$ cat src/hw/bcl_map.svh
`ifndef BCL_MAP_SVH
`define BCL_MAP_SVH

// Register indices on the internal register port
`define BCL_ADDR_CTRL1 2'h0
`define BCL_ADDR_CTRL2 2'h1
`define BCL_ADDR_VOUT 2'h2
`define BCL_ADDR_STATUS 2'h3

// First control register fields
`define BCL_TON_HI 7
`define BCL_TON_LO 6
`define BCL_ILIM_HI 5
`define BCL_ILIM_LO 4
`define BCL_SWON_BIT 0

// Second control register fields
`define BCL_FPWM_BIT 6

// Status register fields
`define BCL_ST_PG_BIT 0
`define BCL_ST_HIC_BIT 1
`define BCL_ST_SSD_BIT 2
`define BCL_ST_LATCH_BIT 3

// Power-on defaults
`define BCL_CTRL1_RST 8'h01
`define BCL_CTRL2_RST 8'h00
`define BCL_VOUT_RST 8'h00

// Timing and fault counts
`define BCL_CLK_KHZ 10000
`define BCL_COOL_US 1000
`define BCL_OVL_MAX 3'h7
`define BCL_FAIL_MAX 2'h3

// Synchroniser bit positions
`define BCL_SY_TRIP 0
`define BCL_SY_LOW80 1
`define BCL_SY_TICK 2
`define BCL_SY_PWM 3
`define BCL_SY_VOK 4
`define BCL_SY_SSDONE 5
`define BCL_SY_SETTLED 6
`define BCL_SY_CHIPACT 7
`define BCL_SY_WIDTH 8

`endif

$ cat src/hw/bcl_pkg.sv
package bcl_pkg;
    typedef enum logic [3:0] {
        BCL_OFF = 4'b0001,
        BCL_RUN = 4'b0010,
        BCL_COOL = 4'b0100,
        BCL_LATCH = 4'b1000
    } bcl_state_t;
endpackage

$ cat src/hw/bcl_sync.sv
`timescale 1ns/1ps
module bcl_sync #(
    parameter int WIDTH = 8
) (
    input wire logic clk_in,
    input wire logic sys_rst_in,
    input wire logic [WIDTH-1:0] async_in,
    output logic [WIDTH-1:0] sync_out
);
    genvar i;
    generate
        for (i = 0; i < WIDTH; i++) begin : g_bit
            logic meta_r;
            logic hold_r;
            // First stage feeds only the second one
            always_ff @(posedge clk_in or posedge sys_rst_in) begin
                if (sys_rst_in) begin
                    meta_r <= 1'b0;
                    hold_r <= 1'b0;
                end else begin
                    meta_r <= async_in[i];
                    hold_r <= meta_r;
                end
            end
            assign sync_out[i] = hold_r;
        end
    endgenerate
endmodule

$ cat src/hw/bcl_cool_timer.sv
`timescale 1ns/1ps
module bcl_cool_timer #(
    parameter int CYCLES = 10000
) (
    input wire logic clk_in,
    input wire logic sys_rst_in,
    input wire logic start_in,
    input wire logic abort_in,
    output logic done_out
);
    localparam int CW = $clog2(CYCLES + 1);
    localparam logic [CW-1:0] LOAD = CW'(CYCLES - 1);
    logic [CW-1:0] cnt_r;
    logic busy_r;
    logic done_r;
    wire last_w = busy_r && (cnt_r == '0);

    always_ff @(posedge clk_in or posedge sys_rst_in) begin
        if (sys_rst_in) begin
            cnt_r <= '0;
            busy_r <= 1'b0;
            done_r <= 1'b0;
        end else begin
            done_r <= last_w && !abort_in;
            if (abort_in) begin
                busy_r <= 1'b0;
            end else if (start_in) begin
                busy_r <= 1'b1;
                cnt_r <= LOAD;
            end else if (last_w) begin
                busy_r <= 1'b0;
            end else if (busy_r) begin
                cnt_r <= cnt_r - 1'b1;
            end
        end
    end
    assign done_out = done_r;
endmodule

$ cat src/hw/bcl_fault_seq.sv
// Contract
// - High-side trip: high off, low on
// - Hold low-side until current below 80%
// - Over seven overload cycles enters hiccup
// - Hiccup holds drives off for 1 ms
// - Failed restart repeats another cool-off wait
// - Fourth failed retry latches drives off
// - Hiccup flag high, startup-done low
// - Hiccup clears power-ok and pulls pin
// - Latch-off sets permanent shutdown flag
// - Current limit from two-bit control field
// - Power-up loads all register defaults
// - Registers survive enable low, used later
// - Only power cycle restores register defaults
// - Writes while disabled apply at enable
// - Lower voltage setting forces PWM mode
// - Power-good held during downward voltage step
// - Software turn-on toggle releases latch-off
// - Power-good after soft-start above threshold
`timescale 1ns/1ps
`include "bcl_map.svh"
module bcl_fault_seq
    import bcl_pkg::*;
#(
    parameter int COOL_CYCLES = (`BCL_COOL_US * `BCL_CLK_KHZ) / 1000
) (
    input wire logic clk_in,
    input wire logic sys_rst_in,
    input wire logic hs_trip_in,
    input wire logic below_80pct_in,
    input wire logic cycle_start_in,
    input wire logic pwm_on_req_in,
    input wire logic vout_above_pg_in,
    input wire logic soft_start_done_in,
    input wire logic vout_settled_in,
    input wire logic chip_activate_pin_in,
    input wire logic reg_wr_in,
    input wire logic [1:0] reg_addr_in,
    input wire logic [7:0] reg_wdata_in,
    output logic [7:0] reg_rdata_out,
    output logic hs_drive_out,
    output logic ls_drive_out,
    output logic soft_start_req_out,
    output logic power_ok_flag_out,
    output logic pgood_pin_out,
    output logic pgood_pin_oe_out,
    output logic overload_retry_flag_out,
    output logic startup_done_flag_out,
    output logic permanent_shutdown_flag_out,
    output logic [1:0] high_side_limit_sel_out,
    output logic [1:0] on_time_sel_out,
    output logic forced_pwm_out,
    output logic [7:0] ctrl2_out,
    output logic [7:0] vout_code_out
);
    logic [`BCL_SY_WIDTH-1:0] sy;
    bcl_state_t state_r, state_nxt;
    logic [7:0] ctrl1_r, ctrl2_r, vout_r, rdata_r;
    logic [2:0] ovl_cnt_r, ovl_cnt_nxt;
    logic [1:0] fail_cnt_r, fail_cnt_nxt;
    logic tick_d_r, trip_seen_r, limit_r, restarting_r, dvc_r, cool_done;
    logic hs_r, ls_r, ss_req_r, pg_r, hic_r, ssd_r, latch_r, fpwm_r, pg_oe_r;

    bcl_sync #(
        .WIDTH(`BCL_SY_WIDTH)
    ) u_sync (
        .clk_in(clk_in),
        .sys_rst_in(sys_rst_in),
        .async_in({chip_activate_pin_in, vout_settled_in,
                   soft_start_done_in, vout_above_pg_in, pwm_on_req_in,
                   cycle_start_in, below_80pct_in, hs_trip_in}),
        .sync_out(sy)
    );

    wire trip_w = sy[`BCL_SY_TRIP];
    wire low80_w = sy[`BCL_SY_LOW80];
    wire pwm_w = sy[`BCL_SY_PWM];
    wire vok_w = sy[`BCL_SY_VOK];
    wire ssdone_w = sy[`BCL_SY_SSDONE];
    wire settled_w = sy[`BCL_SY_SETTLED];
    wire tick_w = sy[`BCL_SY_TICK] && !tick_d_r;
    // Either enable source going low is the release path
    wire enable_w = sy[`BCL_SY_CHIPACT] && ctrl1_r[`BCL_SWON_BIT];

    // Register decode
    wire wr_c1_w = reg_wr_in && (reg_addr_in == `BCL_ADDR_CTRL1);
    wire wr_c2_w = reg_wr_in && (reg_addr_in == `BCL_ADDR_CTRL2);
    wire wr_vo_w = reg_wr_in && (reg_addr_in == `BCL_ADDR_VOUT);
    wire wr_lower_w = wr_vo_w && (reg_wdata_in < vout_r);
    wire [7:0] status_w = {4'h0, latch_r, ssd_r, hic_r, pg_r};
    wire [7:0] rd_mux_w = (reg_addr_in == `BCL_ADDR_CTRL1) ? ctrl1_r :
                          (reg_addr_in == `BCL_ADDR_CTRL2) ? ctrl2_r :
                          (reg_addr_in == `BCL_ADDR_VOUT) ? vout_r :
                          status_w;

    // Fault sequencing terms
    wire in_run_w = (state_r == BCL_RUN);
    wire had_trip_w = trip_seen_r || trip_w;
    wire hic_evt_w = in_run_w && enable_w && tick_w && had_trip_w &&
                     (ovl_cnt_r == `BCL_OVL_MAX);
    wire latch_go_w = restarting_r && (fail_cnt_r == `BCL_FAIL_MAX);
    wire run_w = in_run_w && enable_w && !hic_evt_w;
    wire pg_good_w = run_w && ssdone_w && vok_w;

    always_comb begin
        state_nxt = state_r;
        unique case (state_r)
            BCL_OFF: begin
                if (enable_w) begin
                    state_nxt = BCL_RUN;
                end
            end
            BCL_RUN: begin
                if (!enable_w) begin
                    state_nxt = BCL_OFF;
                end else if (hic_evt_w) begin
                    state_nxt = latch_go_w ? BCL_LATCH : BCL_COOL;
                end
            end
            BCL_COOL: begin
                if (!enable_w) begin
                    state_nxt = BCL_OFF;
                end else if (cool_done) begin
                    state_nxt = BCL_RUN;
                end
            end
            BCL_LATCH: begin
                if (!enable_w) begin
                    state_nxt = BCL_OFF;
                end
            end
            default: begin
                state_nxt = BCL_OFF;
            end
        endcase
    end

    always_comb begin
        ovl_cnt_nxt = ovl_cnt_r;
        if (!run_w) begin
            ovl_cnt_nxt = 3'h0;
        end else if (tick_w) begin
            ovl_cnt_nxt = had_trip_w ? ovl_cnt_r + 3'h1 : 3'h0;
        end
    end

    always_comb begin
        fail_cnt_nxt = fail_cnt_r;
        if (state_r == BCL_OFF) begin
            fail_cnt_nxt = 2'h0;
        end else if (hic_evt_w && restarting_r) begin
            fail_cnt_nxt = fail_cnt_r + 2'h1;
        end else if (pg_good_w) begin
            fail_cnt_nxt = 2'h0;
        end
    end

    wire limit_nxt = run_w && (trip_w || (limit_r && !low80_w));
    wire hs_nxt = run_w && pwm_w && !limit_nxt;
    wire ls_nxt = run_w && !hs_nxt;
    wire pg_nxt = !run_w ? 1'b0 : (dvc_r ? pg_r : pg_good_w);
    wire hic_nxt = hic_evt_w ||
                   (hic_r && state_r != BCL_OFF &&
                    !(pg_good_w && restarting_r));
    wire ssd_nxt = run_w &&
                   (ssd_r || pg_good_w || (ssdone_w && !restarting_r));
    wire dvc_nxt = wr_lower_w || (dvc_r && !settled_w);
    wire enter_run_w = (state_nxt == BCL_RUN) && !in_run_w;

    always_ff @(posedge clk_in or posedge sys_rst_in) begin
        if (sys_rst_in) begin
            state_r <= BCL_OFF;
        end else begin
            state_r <= state_nxt;
        end
    end

    // defaults load only at power-on reset
    always_ff @(posedge clk_in or posedge sys_rst_in) begin
        if (sys_rst_in) begin
            ctrl1_r <= `BCL_CTRL1_RST;
            ctrl2_r <= `BCL_CTRL2_RST;
            vout_r <= `BCL_VOUT_RST;
            rdata_r <= 8'h00;
        end else begin
            // writes accepted and kept in any state
            // settings written while disabled used at enable
            if (wr_c1_w) begin
                ctrl1_r <= reg_wdata_in;
            end
            if (wr_c2_w) begin
                ctrl2_r <= reg_wdata_in;
            end
            if (wr_vo_w) begin
                vout_r <= reg_wdata_in;
            end
            rdata_r <= rd_mux_w;
        end
    end

    always_ff @(posedge clk_in or posedge sys_rst_in) begin
        if (sys_rst_in) begin
            tick_d_r <= 1'b0;
            trip_seen_r <= 1'b0;
            ovl_cnt_r <= 3'h0;
            fail_cnt_r <= 2'h0;
            restarting_r <= 1'b0;
            limit_r <= 1'b0;
        end else begin
            tick_d_r <= sy[`BCL_SY_TICK];
            // A trip landing on the tick counts in the closing cycle
            trip_seen_r <= run_w && !tick_w && (trip_seen_r || trip_w);
            ovl_cnt_r <= ovl_cnt_nxt;
            fail_cnt_r <= fail_cnt_nxt;
            restarting_r <= (state_r == BCL_COOL && cool_done) ||
                            (restarting_r && state_r != BCL_OFF &&
                             !pg_good_w);
            limit_r <= limit_nxt;
        end
    end

    always_ff @(posedge clk_in or posedge sys_rst_in) begin
        if (sys_rst_in) begin
            hs_r <= 1'b0;
            ls_r <= 1'b0;
            ss_req_r <= 1'b0;
            pg_r <= 1'b0;
            pg_oe_r <= 1'b1;
            hic_r <= 1'b0;
            ssd_r <= 1'b0;
            latch_r <= 1'b0;
            dvc_r <= 1'b0;
            fpwm_r <= 1'b0;
        end else begin
            hs_r <= hs_nxt;
            ls_r <= ls_nxt;
            ss_req_r <= enter_run_w;
            pg_r <= pg_nxt;
            pg_oe_r <= !pg_nxt;
            hic_r <= hic_nxt;
            ssd_r <= ssd_nxt;
            latch_r <= (state_nxt == BCL_LATCH);
            dvc_r <= dvc_nxt;
            fpwm_r <= ctrl2_r[`BCL_FPWM_BIT] || dvc_nxt;
        end
    end

    bcl_cool_timer #(
        .CYCLES(COOL_CYCLES)
    ) u_cool (
        .clk_in(clk_in),
        .sys_rst_in(sys_rst_in),
        .start_in(hic_evt_w && !latch_go_w),
        .abort_in(!enable_w),
        .done_out(cool_done)
    );

    assign reg_rdata_out = rdata_r;
    assign hs_drive_out = hs_r;
    assign ls_drive_out = ls_r;
    assign soft_start_req_out = ss_req_r;
    assign power_ok_flag_out = pg_r;
    // pin pulled low whenever power-ok is low
    assign pgood_pin_out = 1'b0;
    assign pgood_pin_oe_out = pg_oe_r;
    assign overload_retry_flag_out = hic_r;
    assign startup_done_flag_out = ssd_r;
    assign permanent_shutdown_flag_out = latch_r;
    assign high_side_limit_sel_out = ctrl1_r[`BCL_ILIM_HI:`BCL_ILIM_LO];
    assign on_time_sel_out = ctrl1_r[`BCL_TON_HI:`BCL_TON_LO];
    assign forced_pwm_out = fpwm_r;
    assign ctrl2_out = ctrl2_r;
    assign vout_code_out = vout_r;
endmodule

$ cat config.mk
export PLATFORM = sky130hd
export DESIGN_NAME = bcl_fault_seq
export DESIGN_NICKNAME = d
export VERILOG_FILES = /design/src/hw/bcl_pkg.sv /design/src/hw/bcl_sync.sv /design/src/hw/bcl_cool_timer.sv /design/src/hw/bcl_fault_seq.sv
export VERILOG_INCLUDE_DIRS = /design/src /design/src/hw
export SDC_FILE = /design/constraint.sdc
export NUM_CORES = 1
export LEC_CHECK = 0
export BUFFER_PORTS_ARGS = -buffer_cell sky130_fd_sc_hd__buf_4
export CAP_MARGIN = 40
export CORE_UTILIZATION = 30
export DETAILED_ROUTE_END_ITERATION = 8
export GPL_TIMING_DRIVEN = 0
export PLACE_DENSITY = 0.55
export SLEW_MARGIN = 40
export SYNTH_ARGS = -nofsm -noshare
export SYNTH_HDL_FRONTEND = slang
export SYNTH_SLANG_ARGS = --single-unit
$ cat constraint.sdc
create_clock -name clk_in -period 2.55 [get_ports clk_in]
set_input_delay 0.255 -clock clk_in [delete_from_list [all_inputs] [get_ports clk_in]]
set_output_delay 0.255 -clock clk_in [all_outputs]
set_load 0.01 [all_outputs]
==> impl_metrics.yaml <==
global_routing:
  grt_usage: 0.125
  antenna_found_initial: 0
  first_global_vias: 2534
  grt-ovfl-total: 0
  grt_max_degree: 59
  grt_pass1_wl_um: 12600
layout:
  syn_to_final_growth_pct: 27.3
  final.fill_count: 1190
  nNetsFinal: 422
  final_cell_area_um2: 4820
  num_antenna_cells: 0
  drive_gt1_frac: 0.306
worst_hold_path:
  hold_class: "in2reg"
  min_from: "below_80pct_in"
sta:
  max-slew-margin-rel: 0.511
  timing.fmax_ghz: 0.464
  setup_ws_ns: 0.394
  finalSetupTns_ns: 0
  period_needed_ns: 2.16
  rsz0062_at_grt: "false"
  setup_viol: 0
  hold_violations: 0
  fin_crit_sh: 0.846
  slew_violations: 0
  fin_worst_skew_ns: 0.00871
  worst_pin_slew_ns: 0.731
worst_setup_path:
  crit_path_end: "u_cool.cnt_r[5]"
  critical_path_cell_count: 5
  critPathKind: "reg2reg"
  rr_endpoint: "u_cool.cnt_r[5]"
  critPathMaxFanout: 8
  max_stage_delay_ns: 0.58
  worst-path-buf-inv: 0
  crit_chain: "nand2_1 -> nor4_4 -> nand2_1 -> a21oi_1 -> nor2_1"
  arrival_ns: 2.34
  r2r_start: "ctrl1_r[0]"
  critPathLaunchType: "flip-flop"
  reg2regPathDepth: 5
  critPathTopFamily: "simple AND/OR/NAND/NOR gates"
  startpoint: "ctrl1_r[0]"
  endpoint_kind: "flip-flop"
  cp_slowest_cell: "dfstp_2"
  r2r_slack_ns: 0.39
  worst_path_most_repeated_cell: "nand2_1"
  cp.required_ns: 2.74
die:
  start_util: 0.311
  fp.dieH_um: 114
  num_rows: 40
  pin_count: 59
  coreArea_um2: 12200
  dieWidth_um: 114
  die_area_um2: 13100
place:
  place_area_um2: 4460
  pre_cts_ws_ns: 0.113
  gp_congestion: 0.766
  portBuffers: 57
  dpl.hpwl_um: 5290
clocking:
  cts_setup_buffers: 0
  h-tree-depth: 3
  insertion_delay_ns: 0.34
  cts_buffers: 9
  clock-sinks: 87
  clockBufferDepth: 2
  cts_tree: "yes"
  cts-root-buf: "clkbuf_16"
  clk_pin_slew_ns: 0.07
route:
  drcViolationCount: 0
  routedWlPerCell_um: 13.3
  postRouteAntennaNets: 0
  first_pass_iters: 4
  num_vias: 2602
  route.detailed.vias_per_inst: 4.62
  drt_wl_total_um: 7480
  drt_iter0_markers: 178
logic_synthesis:
  synth_area_um2: 3790
  synth_top_area_frac: 0.555
  synth_edf_count: 0
  synth_warnings: 0
  ys_top_cells_by_count: "dfrtp_1, nand2_1, mux2_2, nor2_1, inv_1"
  synth_seq_cells: 87
  syn_avg_cell_area_um2: 11.8
  yosysMostFrequentCell: "dfrtp_1"
  seq_area_frac_synth: 0.576
  synthCells: 320
  ys.flop_type: "dfrtp_1"
  synth_area_leaders: "dfrtp_1, mux2_2, ha_1"
  synth_cell_types: 44
  async_flop_share: 1.00
  synth_top_cell_by_area: "dfrtp_1"
  synth_fp_nets: 352
outcome:
  outcome: "completed"
pwr:
  total_power_uw: 3570
  cellLeakagePower_uw: 0.00223
  vdd_drop_max_mv: 0.306
  powerDensity_nw_per_um2: 741
flow_run:
  cap_violations: 0
placed cells by master (no fill, tap or decap), types with 2 or more instances in the layout:
cell type,n
ha_1,11
buf_4,62
nand3b_1,2
a22oi_1,2
nand3_1,8
clkbuf_16,9
inv_1,17
or3_1,4
a211o_1,2
o211ai_1,7
nand2_1,31
nor2b_1,3
mux2_2,24
nor3_1,5
o21ai_0,15
a21oi_1,15
buf_2,2
mux2i_1,5
dfrtp_1,84
nor4_1,4
o41ai_1,2
inv_6,2
mux4_2,4
nand2b_1,5
nor2_1,24
nor3b_2,2
bufinv_16,3
nand4_1,4
clkbuf_1,5
xnor2_1,10
dfstp_2,3
kinds of logic (layout without fill, tap and decap cells):
logic type               after synthesis  count (layout)  share of synthesized area
adder cells (fa/ha/maj)               11              11                     0.0364
buffers and inverters                 29             104                     0.0370
other                                  1               1                   0.000990
AO/OA/AOI/OAI                         47              47                     0.0757
flip-flops                            87              87                      0.576
AND/OR/NAND/NOR                      102             102                      0.142
XOR/XNOR                              10              10                     0.0231
multiplexers                          33              33                      0.108
worst min path at each step:
stage               slack (ns)  cells past startpoint                     end
floorplan                 0.29                      0  u_sync.g_bit[0].meta_r
global placement          0.34                      0  u_sync.g_bit[1].hold_r
detailed placement        0.25                      2  u_sync.g_bit[6].meta_r
CTS                      0.009                      1  u_sync.g_bit[1].meta_r
global route             0.008                      1  u_sync.g_bit[1].meta_r
finish                    0.02                      1  u_sync.g_bit[1].meta_r
where the power goes:
group	leakage (uW)	switching, uW	internal [uW]
Combinational	0.000970	220	275
Sequential	0.00110	83.0	1510
Clock	0.000160	528	961
what timing repair did:
item                       4_1_cts  5_1_grt
resized for setup                0        2
setup endpoints to repair        0        5
hold buffers                     1        0
hold endpoints to repair        29        0
state kept, by name, summed over array words and instances, names as in the netlist, 2 cells and up:
register,count
ctrl1_r,8
ctrl2_out,8
fail_cnt_r,2
ovl_cnt_r,3
reg_rdata_out,8
state_r,4
u_cool.cnt_r,14
u_sync.g_bit.hold_r,8
u_sync.g_bit.meta_r,8
vout_code_out,8
stage by stage:
stage	hold slack, ns	instances	util
floorplan	0.286	320	-
global placement	0.336	545	0.364
detailed placement	0.246	546	0.366
CTS	0.00929	563	0.395
global route	0.00764	563	0.396
finish	0.0198	563	0.396
layer usage:
layer | part of all wire | wire length [um] | vias to the layer above | track usage
li1 | - | - | 1258 | -
met4 | 0.013 | 98 | 0 | 0.0468
met1 | 0.47 | 3550 | 1273 | 0.166
met3 | 0.044 | 329 | 10 | 0.0323
met5 | 0 | 0 | - | 0
met2 | 0.47 | 3500 | 61 | 0.196
area by class of cell:
type	instances	area (um2)	area share
inverters	18	72.6	0.0151
flip-flops and latches	87	2180	0.452
plain buffers	11	72.6	0.0151
well taps	168	210	0.0436
clock inverters	5	106	0.0221
repair buffers	59	465	0.0966
multi-input cells	204	1480	0.307
clock buffers	11	233	0.0483
Power figures use the tool's default switching activity.
